[config.mk]
export PLATFORM = sky130hd
export DESIGN_NAME = pcf_port_config
export DESIGN_NICKNAME = d
export VERILOG_FILES = /design/src/pkg/pcf_pkg.sv /design/src/verilog/pcf_port_config.sv
export SDC_FILE = /design/constraint.sdc
export NUM_CORES = 1
export LEC_CHECK = 0
export ABC_CLOCK_PERIOD_IN_PS = 4700
export BUFFER_PORTS_ARGS = -buffer_cell sky130_fd_sc_hd__buf_2
export CAP_MARGIN = 20
export CORE_MARGIN = 2
export CORE_UTILIZATION = 30
export DETAILED_ROUTE_END_ITERATION = 12
export PLACE_DENSITY = 0.48
export SLEW_MARGIN = 20
export SYNTH_ARGS = -nofsm -noshare
export SYNTH_HDL_FRONTEND = slang
export SYNTH_SLANG_ARGS = --single-unit
[constraint.sdc]
create_clock -name clock -period 4.7 [get_ports clock]
set_input_delay 0.94 -clock clock [delete_from_list [all_inputs] [get_ports clock]]
set_output_delay 0.94 -clock clock [all_outputs]
set_load 0.02 [all_outputs]
[src/pkg/pcf_pkg.sv]
// package for the port configuration and fault timer block
// assumes a 100 MHz clock and an 8-bit register port behind the management interface
package pcf_pkg;

  // ***************************************************************
  // register offsets
  // ***************************************************************
  localparam logic [7:0] MIDSPAN_SELECT_OFS = 8'h04;
  localparam logic [7:0] PORT_POWER_ENABLE_OFS = 8'h05;
  localparam logic [7:0] DETECT_CLASSIFY_ENABLE_OFS = 8'h06;
  localparam logic [7:0] DISCONNECT_MONITOR_ENABLE_OFS = 8'h07;
  localparam logic [7:0] FAULT_TIMER_DURATIONS_OFS = 8'h08;
  localparam logic [7:0] FOLDBACK_LIMIT_SELECT_OFS = 8'h0B;

  // ***************************************************************
  // field positions, masks and reset values
  // ***************************************************************
  localparam int NUM_PORTS = 4;
  localparam int NUM_TIMERS = 4;
  localparam int GLOBAL_EN_BIT = 4;
  localparam int CLASSIFY_LSB = 4;
  localparam int OVERLOAD_LSB = 6;
  localparam int INRUSH_LSB = 4;
  localparam int LIMIT_TRIG_LSB = 2;
  localparam int CUTOFF_LSB = 0;
  localparam logic [7:0] MIDSPAN_MASK = 8'h0F;
  localparam logic [7:0] POWER_EN_MASK = 8'h1F;
  localparam logic [7:0] DISCONNECT_MASK = 8'h0F;
  localparam logic [7:0] FOLDBACK_MASK = 8'h01;
  localparam logic [7:0] POWER_EN_RESET = 8'h1F;
  localparam logic [7:0] FAULT_TIMER_RESET = 8'hAE;
  localparam logic [7:0] FOLDBACK_RESET = 8'h01;

  // ***************************************************************
  // port modes
  // ***************************************************************
  localparam logic [1:0] MODE_SHUTDOWN = 2'h0;
  localparam logic [1:0] MODE_MANUAL = 2'h1;
  localparam logic [1:0] MODE_AUTO = 2'h3;

  // ***************************************************************
  // timing: one tick is 1/8 of the 7.5 ms shortest duration
  // ***************************************************************
  localparam int CLK_PERIOD_NS = 10;
  localparam int TICK_NS = 937500;
  localparam int TICK_CYCLES = TICK_NS / CLK_PERIOD_NS;
  localparam int CNT_W = 12;
  localparam logic [CNT_W-1:0] UP_STEP = 12'h010;
  localparam logic [CNT_W-1:0] DOWN_STEP = 12'h001;
  localparam logic [CNT_W-1:0] LIMIT_BASE_15MS = 12'h100;
  localparam logic [CNT_W-1:0] LIMIT_BASE_7P5MS = 12'h080;

endpackage : pcf_pkg

[src/verilog/pcf_port_config.sv]
// port configuration registers and per-port fault timers
// assumes a management-interface front end that presents byte reads and
// writes as one-cycle strobes, and analog comparators synchronous to clock
`timescale 1ns/10ps

module pcf_port_config import pcf_pkg::*;
#(
  parameter int TICK_LEN = TICK_CYCLES
)
(
  // clock and reset
  input wire logic clock,
  input wire logic srst,
  // strap pins
  input wire logic midspanStrap,
  input wire logic autoStrap,
  // register port
  input wire logic [7:0] regAddr,
  input wire logic [7:0] regWrData,
  input wire logic regWrite,
  input wire logic regRead,
  output logic [7:0] regRdData,
  // port operating modes, two bits per port
  input wire logic [7:0] portOperatingSel,
  // comparator levels, bit port*4+timer: 0 overload,1 inrush,2 limit,3 cutoff
  input wire logic [15:0] overThreshold,
  // port controls
  output logic [3:0] portOutputPin,
  output logic [3:0] detectRun,
  output logic [3:0] classifyRun,
  output logic [3:0] unplugWatch,
  output logic [3:0] midspanMode,
  output logic [3:0] redetectBlocked,
  output logic foldbackLevelSel
);

  // ***************************************************************
  // registers and decode
  // ***************************************************************
  logic [3:0] midspan_r;
  logic [4:0] powerEn_r;
  logic [7:0] detCls_r;
  logic [7:0] detCls_nxt;
  logic [3:0] unplug_r;
  logic [7:0] timerSel_r;
  logic foldback_r;
  logic [7:0] regRdData_r;
  logic [3:0] fault_r;
  logic [3:0] power_r;
  logic [3:0] detRun_r;
  logic [3:0] clsRun_r;
  logic [3:0] blocked_r;
  logic [$clog2(TICK_LEN+1)-1:0] tickCnt_r;
  logic tick;
  logic [15:0] expired;
  logic [15:0] nonZero;
  logic [3:0] portEnabled;
  logic [3:0] manualPort;
  logic [3:0] runPort;
  logic [7:0] rdMux;
  logic [3:0] midspan_nxt;
  logic [4:0] powerEn_nxt;
  logic [3:0] unplug_nxt;
  logic [7:0] timerSel_nxt;
  logic foldback_nxt;
  logic [7:0] regRdData_nxt;
  logic [3:0] portExpired;
  logic [3:0] portNonZero;
  logic [3:0] fault_nxt;
  logic [3:0] power_nxt;
  logic [3:0] blocked_nxt;
  logic [3:0] detRun_nxt;
  logic [3:0] clsRun_nxt;
  logic [7:0] rdMid;
  logic [7:0] rdPen;
  logic [7:0] rdDis;
  logic [7:0] rdFbk;

  // address strobes
  wire wrMid = regWrite && (regAddr == MIDSPAN_SELECT_OFS);
  wire wrPen = regWrite && (regAddr == PORT_POWER_ENABLE_OFS);
  wire wrDet = regWrite && (regAddr == DETECT_CLASSIFY_ENABLE_OFS);
  wire wrDis = regWrite && (regAddr == DISCONNECT_MONITOR_ENABLE_OFS);
  wire wrTim = regWrite && (regAddr == FAULT_TIMER_DURATIONS_OFS);
  wire wrFbk = regWrite && (regAddr == FOLDBACK_LIMIT_SELECT_OFS);
  wire globalEn = powerEn_r[GLOBAL_EN_BIT];

  // read values with reserved bits forced to zero
  assign rdMid = {4'h0, midspan_r};
  assign rdPen = {3'h0, powerEn_r};
  assign rdDis = {4'h0, unplug_r};
  assign rdFbk = {7'h00, foldback_r};

  // read mux, unmapped offsets read zero
  assign rdMux =
    (regAddr == MIDSPAN_SELECT_OFS) ? rdMid :
    (regAddr == PORT_POWER_ENABLE_OFS) ? rdPen :
    (regAddr == DETECT_CLASSIFY_ENABLE_OFS) ? detCls_r :
    (regAddr == DISCONNECT_MONITOR_ENABLE_OFS) ? rdDis :
    (regAddr == FAULT_TIMER_DURATIONS_OFS) ? timerSel_r :
    (regAddr == FOLDBACK_LIMIT_SELECT_OFS) ? rdFbk : 8'h00;

  // ***************************************************************
  // configuration registers
  // ***************************************************************
  // next values; a write replaces only the defined bits
  assign midspan_nxt = wrMid ? (regWrData[3:0] & MIDSPAN_MASK[3:0]) : midspan_r;
  assign powerEn_nxt = wrPen ? (regWrData[4:0] & POWER_EN_MASK[4:0]) : powerEn_r;
  assign unplug_nxt = wrDis ? (regWrData[3:0] & DISCONNECT_MASK[3:0]) : unplug_r;
  assign timerSel_nxt = wrTim ? regWrData : timerSel_r;
  assign foldback_nxt = wrFbk ? (regWrData[0] & FOLDBACK_MASK[0]) : foldback_r;
  // reads never depend on the enables, so the host keeps full access
  // while every port is shut down
  assign regRdData_nxt = regRead ? rdMux : regRdData_r;

  // straps are caught in the synchronous reset branch, so they follow
  // whatever level the pins hold while srst is high
  always_ff @(posedge clock)
  begin
    if (srst)
      midspan_r <= {4{midspanStrap}};
    else
      midspan_r <= midspan_nxt;
  end

  // global and per-port enables, all on out of reset
  always_ff @(posedge clock)
  begin
    if (srst)
      powerEn_r <= POWER_EN_RESET[4:0];
    else
      powerEn_r <= powerEn_nxt;
  end

  // detect and classify requests follow the automatic-mode strap
  always_ff @(posedge clock)
  begin
    if (srst)
      detCls_r <= {8{autoStrap}};
    else
      detCls_r <= detCls_nxt;
  end

  // disconnect monitor enables, same strap as detect and classify
  always_ff @(posedge clock)
  begin
    if (srst)
      unplug_r <= {4{autoStrap}};
    else
      unplug_r <= unplug_nxt;
  end

  // fault timer duration codes
  always_ff @(posedge clock)
  begin
    if (srst)
      timerSel_r <= FAULT_TIMER_RESET;
    else
      timerSel_r <= timerSel_nxt;
  end

  // foldback threshold select, 40 mV out of reset
  always_ff @(posedge clock)
  begin
    if (srst)
      foldback_r <= FOLDBACK_RESET[0];
    else
      foldback_r <= foldback_nxt;
  end

  // read data register, holds until the next read strobe
  always_ff @(posedge clock)
  begin
    if (srst)
      regRdData_r <= 8'h00;
    else
      regRdData_r <= regRdData_nxt;
  end

  // ***************************************************************
  // per-port mode decode
  // ***************************************************************
  genvar gp;
  generate
    for (gp = 0; gp < NUM_PORTS; gp++)
    begin : g_port
      wire [1:0] mode = portOperatingSel[2*gp+1:2*gp];
      assign portEnabled[gp] = globalEn && powerEn_r[gp];
      // per-port summaries of the four timers
      assign portExpired[gp] = |expired[gp*NUM_TIMERS +: NUM_TIMERS];
      assign portNonZero[gp] = |nonZero[gp*NUM_TIMERS +: NUM_TIMERS];
      assign manualPort[gp] = (mode == MODE_MANUAL);
      // semi-automatic codes run the processes like automatic
      assign runPort[gp] = (mode != MODE_SHUTDOWN) && portEnabled[gp];
    end
  endgenerate

  // manual one-shot: device clears run bits, a host write in the
  // same cycle wins so a fresh request is never lost
  always_comb
  begin
    detCls_nxt = detCls_r;
    for (int p = 0; p < NUM_PORTS; p++)
    begin
      if (manualPort[p] && runPort[p] && !blocked_r[p])
      begin
        detCls_nxt[p] = 1'b0;
        detCls_nxt[p+CLASSIFY_LSB] = 1'b0;
      end
    end
    if (wrDet)
      detCls_nxt = regWrData;
  end

  // ***************************************************************
  // fault timers
  // ***************************************************************
  // tick prescaler; counts hold sixteenths of a tick, so rising steps
  // 16 and falling steps 1 per tick
  assign tick = (tickCnt_r == '0);
  always_ff @(posedge clock)
  begin
    if (srst || tick)
      tickCnt_r <= ($clog2(TICK_LEN+1))'(TICK_LEN - 1);
    else
      tickCnt_r <= tickCnt_r - 1'b1;
  end

  genvar gt;
  generate
    for (gt = 0; gt < NUM_PORTS*NUM_TIMERS; gt++)
    begin : g_timer
      localparam int P = gt / NUM_TIMERS;
      localparam int T = gt % NUM_TIMERS;
      localparam int LSB = (T == 0) ? OVERLOAD_LSB : (T == 1) ? INRUSH_LSB :
        (T == 2) ? LIMIT_TRIG_LSB : CUTOFF_LSB;
      logic [CNT_W-1:0] cnt_r;
      logic [CNT_W-1:0] cnt_nxt;
      wire [1:0] sel = timerSel_r[LSB+1:LSB];
      // duration doubles with each code step
      wire [CNT_W-1:0] limit = (T == 2) ? (LIMIT_BASE_7P5MS << sel) :
        (LIMIT_BASE_15MS << sel);
      wire over = overThreshold[gt] && power_r[P];
      assign expired[gt] = (cnt_r >= limit);
      assign nonZero[gt] = (cnt_r != '0);
      always_comb
      begin
        cnt_nxt = cnt_r;
        if (tick && over)
          cnt_nxt = (cnt_r + UP_STEP > limit) ? limit : cnt_r + UP_STEP;
        else if (tick && nonZero[gt])
          cnt_nxt = cnt_r - DOWN_STEP;
      end
      always_ff @(posedge clock)
      begin
        if (srst || !portEnabled[P])
          cnt_r <= '0;
        else
          cnt_r <= cnt_nxt;
      end
    end
  endgenerate

  // ***************************************************************
  // port outputs
  // ***************************************************************
  // fault stays latched until every timer of the port has drained;
  // a fresh expiry wins over the drain and over a disable in one cycle
  always_comb
  begin
    fault_nxt = fault_r;
    for (int p = 0; p < NUM_PORTS; p++)
    begin
      if (portExpired[p])
        fault_nxt[p] = 1'b1;
      else if (!portNonZero[p] || !portEnabled[p])
        fault_nxt[p] = 1'b0;
    end
  end

  // power drops on the edge after expiry, not one later
  assign power_nxt = runPort & ~fault_r & ~portExpired;
  assign blocked_nxt = fault_r & portNonZero;
  // processes wait while the port is blocked
  assign detRun_nxt = runPort & detCls_r[0 +: NUM_PORTS] & ~blocked_r;
  assign clsRun_nxt = runPort & detCls_r[CLASSIFY_LSB +: NUM_PORTS] & ~blocked_r;

  // fault latch and redetection block
  always_ff @(posedge clock)
  begin
    if (srst)
    begin
      fault_r <= 4'h0;
      blocked_r <= 4'h0;
    end
    else
    begin
      fault_r <= fault_nxt;
      blocked_r <= blocked_nxt;
    end
  end

  // port drive and process requests
  always_ff @(posedge clock)
  begin
    if (srst)
    begin
      power_r <= 4'h0;
      detRun_r <= 4'h0;
      clsRun_r <= 4'h0;
    end
    else
    begin
      power_r <= power_nxt;
      detRun_r <= detRun_nxt;
      clsRun_r <= clsRun_nxt;
    end
  end

  assign regRdData = regRdData_r;
  assign portOutputPin = power_r;
  assign detectRun = detRun_r;
  assign classifyRun = clsRun_r;
  assign unplugWatch = unplug_r;
  assign midspanMode = midspan_r;
  assign redetectBlocked = blocked_r;
  assign foldbackLevelSel = foldback_r;

endmodule : pcf_port_config

==> results of run 1 <==
==> Yosys cell counts, types with 19 or more instances <==
cell type / count / area [µm²]
a211oi_1: 30 / 225
a21o_1: 36 / 270
a21oi_1: 196 / 981
a31oi_1: 65 / 407
and2_1: 42 / 263
and3_1: 40 / 250
and4_1: 19 / 166
buf_2: 24 / 120
clkbuf_1: 121 / 454
dfxtp_1: 251 / 5020
ha_1: 208 / 2600
inv_1: 105 / 394
mux2i_1: 34 / 340
nand2_1: 213 / 800
nand2b_1: 25 / 156
nand3_1: 143 / 716
nand4_1: 65 / 407
nor2_1: 202 / 758
nor2b_1: 24 / 150
nor3_1: 96 / 480
nor4_1: 49 / 307
o211ai_1: 36 / 270
o21a_1: 40 / 300
o21ai_0: 158 / 791
o22ai_1: 26 / 163
o31ai_1: 34 / 255
or3_1: 26 / 163
or4_1: 37 / 278
xnor2_1: 66 / 578
xor2_1: 57 / 499
==> worst max-delay path, stage by stage, from the launching register on <==
cell,delay (ps)
dfxtp_1,440
and2_1,450
inv_1,370
ha_1,420
o21a_1,130
o2bb2ai_1,90
o211ai_1,640
mux2_2,430
o221ai_1,170
a21oi_1,60
==> cells by family (layout without fill, tap and decap cells) <==
logic type	after synthesis	after routing	share of synthesized area
simple gates	1094	1094	0.276
xor+xnor	123	123	0.0495
fa+ha+maj	208	208	0.120
mux	42	42	0.0198
buf+inv	258	285	0.0468
flops	267	267	0.253
compound gates	783	783	0.235
==> state kept, by name, indices dropped and copies added, names as in the netlist, 4 cells and up <==
| register | flops |
|---|---|
| detCls_r | 8 |
| powerEn_r | 5 |
| redetectBlocked | 4 |
| g_timer.cnt_r | 192 |
| timerSel_r | 8 |
| regRdData | 8 |
| portOutputPin | 4 |
| fault_r | 4 |
| midspanMode | 4 |
| tickCnt_r | 17 |
| detectRun | 4 |
| unplugWatch | 4 |
| classifyRun | 4 |
==> worst min-delay path by stage <==
stage / startpoint / endpoint / slack (ps)
2_1_floorplan: tickCnt_r[0] / tickCnt_r[0] / 380
3_3_place_gp: tickCnt_r[0] / tickCnt_r[0] / 400
3_5_place_dp: tickCnt_r[0] / tickCnt_r[0] / 410
4_1_cts: tickCnt_r[0] / tickCnt_r[0] / 420
5_1_grt: fault_r[1] / portOutputPin[1] / 450
6_report: tickCnt_r[0] / tickCnt_r[0] / 420
==> per-stage QoR <==
stage,cells,cell area (µm²),hold slack [ps],total power [mW]
floorplan,2775,21700,384,2.55
global placement,3690,23000,400,2.68
detailed placement,3690,23000,408,2.68
CTS,3752,24200,420,5.42
global route,3752,24200,452,5.54
finish,3752,24200,421,5.33
==> cell usage in the layout, fill, tap and decap left out, types with 18 or more instances in the layout <==
cell,Yosys,layout
o31ai_1,34,34
buf_2,24,78
nor3_1,96,96
nor2_1,202,202
nor3b_1,18,18
o21ai_0,158,158
a31oi_1,65,65
and3_1,40,40
nand4_1,65,65
or4_1,37,37
o211ai_1,36,36
ha_1,208,208
or3_1,26,26
nand2_1,213,212
nor4_1,49,49
a21o_1,36,36
nor2b_1,24,24
o21a_1,40,40
clkbuf_16,0,37
and4_1,19,19
a211oi_1,30,30
nand2b_1,25,25
buf_4,5,38
and2_1,42,42
a21oi_1,196,196
dfxtp_1,251,251
nand3_1,143,143
o22ai_1,26,26
mux2i_1,34,34
xor2_1,57,57
inv_1,105,105
xnor2_1,66,66
==> layout make-up <==
type / instances / share of cell area
clock inverters: 9 / 0.00228
flip-flops and latches: 267 / 0.228
clock buffers: 53 / 0.0441
well taps: 950 / 0.0492
inverters: 105 / 0.0163
multi-input cells: 2250 / 0.631
repair buffers: 118 / 0.0296
==> routing by layer <==
layer | vias to the layer above | GRT usage | part of all wire
met5 | - | 0 | 0
met4 | 0 | 0.0621 | 0.029
met2 | 741 | 0.320 | 0.44
li1 | 10400 | - | -
met3 | 124 | 0.0251 | 0.058
met1 | 10500 | 0.282 | 0.47
==> power by group through the flow <==
stage	Combinational (mW)	Clock, mW	Sequential, mW
2_1_floorplan	0.156	0	2.40
3_3_place_gp	0.286	0	2.39
3_5_place_dp	0.285	0	2.39
4_1_cts	0.287	2.79	2.34
5_1_grt	0.314	2.88	2.34
6_report	0.288	2.70	2.34
==> reports/qor.txt, run 1 <==
Syn_nets -> 3,029
Post-route DRC -> 0
Post-DRT Antenna Nets -> 0
Remaining max-slew budget at the tightest pin -> 0.342
Proportion of power drawn by flip-flops and latches -> 0.439
Maximum ir drop on the vdd rail -> 189 µV
Clock root cell -> clkbuf_16
Final count of negative-setup-slack endpoints -> 0
Post-layout min period -> 3320 ps
Status -> complete, no violations
Maximum fanout count along the critical path -> 8
CTS H-Tree Depth -> 2
Clock-pin slew reported for the worst setup and hold paths after clock tree synthesis -> 60 ps
Worst setup path class -> reg -> reg
Number of distinct library cells after synthesis -> 97
Crit start category -> register
Clk buf depth -> 3
CP endpoint -> g_timer[2].cnt_r[7]
Antenna violations before repair -> 1
Setup Slack @ Placement -> 1180 ps
Static leakage -> 9.50 nW
Diodes inserted -> 0
Average size of a mapped cell -> 7.84 µm²
Vias/cell -> 5.81
CTS hold repair buffers -> 0
Full die area -> 74,700 µm²
Congestion Overflow GR -> 0
Nets -> 3,032
Number of DRC markers in iteration 0 -> 1,797
Routed vias -> 21.8k
Setup slack after layout -> 1380 ps
Die span in y -> 273 µm
Fraction of registers with async set or reset after synthesis -> 0
Routed length per placed instance -> 20.4 µm
Core Util, Final -> 0.337
Kind of capture point of the worst setup path -> register
Max Transition Viols Final -> 0
Effective utilization at floorplan -> 0.304
Most common flop cell mapped by yosys -> dfxtp_1
Core Rows -> 98
Post-Synthesis Cell Area -> 21,700 µm²
Setup repair after global routing missed its margin -> false
Worst R2R Path Depth -> 9
Internal power -> 3.96 mW
Portion of the clock cycle consumed by the worst path in the final layout -> 0.706
Required @ worst endpoint -> 5130 ps
Origin of the critical flop-to-flop path -> timerSel_r[2]
Ys Warns -> 0
Setup TNS -> 0 ps
Area used by multi-input combinational logic -> 15,200 µm²
Number of stages on the worst hold path -> 1
Global-route wire length before repair -> 121,000 µm
Number of clock buffers inserted by TritonCTS -> 36
Path category of the worst min-delay check -> reg -> reg
Data arrival at the endpoint of the critical path -> 3750 ps
Number of buffers added on ports -> 78
Pin count of the biggest net entering global routing -> 79
Combinational fraction of design power -> 0.054
Reported max-cap violation count -> 0
Clock network fraction of total power -> 0.507
Critical path startpoint -> timerSel_r[2]
GRT Util Overall -> 0.201
Detailed Route WL -> 76,500 µm
Detail Placement HPWL -> 54,100 µm
Post-CTS repair timing setup buffer count -> 0
Core outline area -> 71,600 µm²
Fill cell total of the finished layout -> 7,554
Upper clock frequency limit -> 301 MHz
Number of sinks on the clock net -> 267
Net switching component of the power -> 1.37 mW
Switching share of power -> 0.257
Vias in the first global route -> 20.9k
Clock tree from TritonCTS -> built
Power density of the placed cells -> 221 nW/µm²
Post_cts resized -> 0
Seq/Total Area, Yosys -> 0.253
Horizontal die dimension -> 273 µm
Count of flip-flops with a built-in enable after synthesis -> 16
Routability congestion estimate -> 0.876
Flip-flop and latch count after synthesis -> 267
Synthesis-to-layout area growth -> 11.1%
Final Hold Viols -> 0
Slew at the pin with the worst max-slew slack -> 984 ps
Number of standard cells after synthesis -> 2,775
Source-to-sink clock delay at the later pin of the worst-skew pair -> 560 ps
Worst setup slack for register-to-register paths -> 1380 ps
Share of cells above drive strength 1 -> 0.0878
Number of I/O pins -> 79
Fin Clk Skew -> 21.6 ps
FF+latch area -> 5510 µm²
Reg-to-Reg End -> g_timer[2].cnt_r[7]
First-pass iteration count of the detailed router -> 5
Note: power is estimated with default switching activity, not from simulation.
==> run 2: changes to the inputs <==
- ABC_AREA: not set -> 1
- ABC_CLOCK_PERIOD_IN_PS: 4700 -> 3400
- PLACE_DENSITY: 0.48 -> 0.47
- clock period: 4.7 -> 3.4 ns (I/O delays scaled with it)
==> reports/qor.txt, run 2 <==
Status -> complete, no violations (unchanged)
Upper clock frequency limit -> 346 MHz (was 301 MHz)
Post-route DRC -> 0 (unchanged)
Synth cell count leaders -> nand2_1 (1,123), nand3_1 (400), inv_1 (397) (was dfxtp_1 (251), nand2_1 (213), ha_1 (208))
Final count of negative-setup-slack endpoints -> 0 (unchanged)
Setup TNS -> 0 ps (unchanged)
Clk buf depth -> 3 (unchanged)
Register with the highest flop count -> g_timer.cnt_r (unchanged)
Portion of the clock cycle consumed by the worst path in the final layout -> 0.849 (was 0.706)
Reg-to-Reg End -> g_timer[10].cnt_r[3] (was g_timer[2].cnt_r[7])
Core outline area -> 75,600 µm² (was 71,600 µm²)
Data arrival at the endpoint of the critical path -> 3360 ps (was 3750 ps)
Global-route wire length before repair -> 117,000 µm (was 121,000 µm)
Crit start category -> register (unchanged)
Antenna violations before repair -> 2 (was 1)
CTS H-Tree Depth -> 2 (unchanged)
Slew at the pin with the worst max-slew slack -> 1000 ps (was 984 ps)
GRT Util Overall -> 0.186 (was 0.201)
Vias in the first global route -> 21.4k (was 20.9k)
Post-Synthesis Cell Area -> 22,800 µm² (was 21,700 µm²)
Number of clock buffers inserted by TritonCTS -> 38 (was 36)
Cells taking the most area after synthesis -> dfxtp_1 (22%), nand2_1 (19%), ha_1 (11%) (was dfxtp_1 (23%), ha_1 (12%), a21oi_1 (4.5%))
Nets -> 3,953 (was 3,032)
Core Rows -> 101 (was 98)
Maximum fanout count along the critical path -> 9 (was 8)
Setup repair after global routing missed its margin -> false (unchanged)
Worst setup slack for register-to-register paths -> 510 ps (was 1380 ps)
Syn_nets -> 3,873 (was 3,029)
CTS hold repair buffers -> 0 (unchanged)
Maximum ir drop on the vdd rail -> 288 µV (was 189 µV)
Routed length per placed instance -> 15.6 µm (was 20.4 µm)
First-pass iteration count of the detailed router -> 5 (unchanged)
Horizontal die dimension -> 280 µm (was 273 µm)
Clock tree from TritonCTS -> built (unchanged)
Die span in y -> 280 µm (was 273 µm)
Clock-pin slew reported for the worst setup and hold paths after clock tree synthesis -> 60 ps (about the same)
Number of standard cells after synthesis -> 3,619 (was 2,775)
Power density of the placed cells -> 292 nW/µm² (was 221 nW/µm²)
Number of stages on the worst hold path -> 3 (was 1)
Hold Path Sink -> powerEn_r[4] (was tickCnt_r[0])
Most common flop cell mapped by yosys -> dfxtp_1 (unchanged)
Leading cell type by number of instances after synthesis -> nand2_1 (was dfxtp_1)
Ys Warns -> 0 (unchanged)
Core Util, Final -> 0.338 (was 0.337)
Routability congestion estimate -> 0.859 (was 0.876)
Post-DRT Antenna Nets -> 0 (unchanged)
Kind of capture point of the worst setup path -> register (unchanged)
Largest area contributor in the synthesized netlist -> dfxtp_1 (unchanged)
Post_cts resized -> 0 (unchanged)
Max Transition Viols Final -> 0 (unchanged)
Hold slack -> 386 ps (was 421 ps)
Congestion Overflow GR -> 0 (unchanged)
Routed vias -> 22.5k (was 21.8k)
Pin count of the biggest net entering global routing -> 47 (was 79)
Area after detailed placement -> 24,400 µm² (was 23,000 µm²)
Detailed Route WL -> 73,400 µm (was 76,500 µm)
Vias/cell -> 4.79 (was 5.81)
Source-to-sink clock delay at the later pin of the worst-skew pair -> 570 ps (was 560 ps)
Reported max-cap violation count -> 0 (unchanged)
Average size of a mapped cell -> 6.29 µm² (was 7.84 µm²)
Remaining max-slew budget at the tightest pin -> 0.332 (was 0.342)
Origin of the critical flop-to-flop path -> timerSel_r[3] (was timerSel_r[2])
Required @ worst endpoint -> 3870 ps (was 5130 ps)
Path category of the worst min-delay check -> in -> reg (was reg -> reg)
Fin Clk Skew -> 28.0 ps (was 21.6 ps)
Share of cells above drive strength 1 -> 0.0679 (was 0.0878)
Number of I/O pins -> 79 (unchanged)
Biggest registers after layout -> g_timer.cnt_r (192), tickCnt_r (17) (unchanged)
Effective utilization at floorplan -> 0.301 (was 0.304)
Worst R2R Path Depth -> 14 (was 9)
Max FFs per register -> 192 (unchanged)
Synthesis-to-layout area growth -> 12.2% (was 11.1%)
Count of flip-flops with a built-in enable after synthesis -> 16 (unchanged)
Post-layout min period -> 2890 ps (was 3320 ps)
Fraction of registers with async set or reset after synthesis -> 0 (unchanged)
Fraction of post-synthesis cell area in the top cell type by area -> 0.221 (was 0.231)
Most common cell after layout, fill and taps aside -> nand2_1 (was dfxtp_1)
Number of buffers added on ports -> 78 (unchanged)
Worst setup path class -> reg -> reg (unchanged)
Finished layout cell area -> 25,500 µm² (was 24,200 µm²)
Commonest cells after routing, fill and taps aside -> nand2_1 (1,123), nand3_1 (400), inv_1 (397) (was dfxtp_1 (251), nand2_1 (212), ha_1 (208))
Number of DRC markers in iteration 0 -> 1,410 (was 1,797)
Number of distinct library cells after synthesis -> 50 (was 97)
Full die area -> 78,100 µm² (was 74,700 µm²)
Worst Min Path Start -> regWrData[4] (was tickCnt_r[0])
Seq/Total Area, Yosys -> 0.242 (was 0.253)
Detail Placement HPWL -> 56,000 µm (was 54,100 µm)
Flip-flop and latch count after synthesis -> 267 (unchanged)
Static leakage -> 12.3 nW (was 9.50 nW)
Final Hold Viols -> 0 (unchanged)
Clock root cell -> clkbuf_16 (unchanged)
Number of sinks on the clock net -> 267 (unchanged)
Post-CTS repair timing setup buffer count -> 0 (unchanged)
==> run 2: cell types whose count changed in the layout (fill, tap and decap cells not counted), sizes merged, moves of 42 or more <==
cell and change:
nand2 +915, inv +310, nand3 +268, nor2 +142, xor2 +108, a31oi -65, xnor2 -60, a21oi +58
nor3 -54, o21ai -52, nor4 -46, and2 -42
==> run 2: area by class of cell <==
cell class | count | area (µm²)
fillers | 8421 | 50000
multi-input cells | 2851 | 15300
flip-flops and latches | 267 | 5510
inverters | 418 | 1570
well taps | 978 | 1220
clock buffers | 59 | 1120
repair buffers | 123 | 753
clock inverters | 8 | 71.3
diodes | 1 | 2.50
==> run 2: critical path: stages (launching register included) <==
cell     delay [ps]
dfxtp_1         360
inv_1           110
nor2_1          360
inv_1           330
ha_1            390
inv_1            40
nor2_1          140
nand3_1          90
nand2_1         180
nand2_1         210
nand2_1         120
nand2_1         130
inv_1           150
nand2_1          70
a21oi_1         130
==> run 2: how the worst max path moves through the flow <==
stage | startpoint | endpoint | slack [ps] | depth (start not counted)
CTS | timerSel_r[3] | g_timer[10].cnt_r[0] | 560 | 14
floorplan | g_timer[8].cnt_r[4] | g_timer[8].cnt_r[10] | 990 | 16
detailed placement | timerSel_r[2] | g_timer[10].cnt_r[3] | 560 | 15
global placement | timerSel_r[3] | g_timer[10].cnt_r[1] | 570 | 15
finish | timerSel_r[3] | g_timer[10].cnt_r[3] | 510 | 14
global route | timerSel_r[3] | g_timer[10].cnt_r[3] | 190 | 14
==> run 2: power by group <==
group	internal, mW	switching (mW)
registers	3.20	0.0361
clock network	2.33	1.61
logic	0.0728	0.206
==> run 2: routing by layer <==
layer  routed length (µm)  GRT usage
met2                31700      0.294
met5                    0          0
met1                37300      0.267
met4                 1520     0.0463
met3                 2840     0.0226
==> run 2: cells by family after synthesis <==
kind of cell / Yosys count / share of synthesized area
xor+xnor: 171 / 0.0658
fa+ha+maj: 208 / 0.114
simple gates: 2055 / 0.391
buf+inv: 501 / 0.0865
flops: 267 / 0.242
compound gates: 417 / 0.100
==> run 2: stage by stage <==
step                instances  worst slack (ps)  power, mW
floorplan                3619               994       3.42
global placement         4637               566       3.58
detailed placement       4637               562       3.58
CTS                      4704               556       7.60
global route             4705               191       7.72
finish                   4705               514       7.45
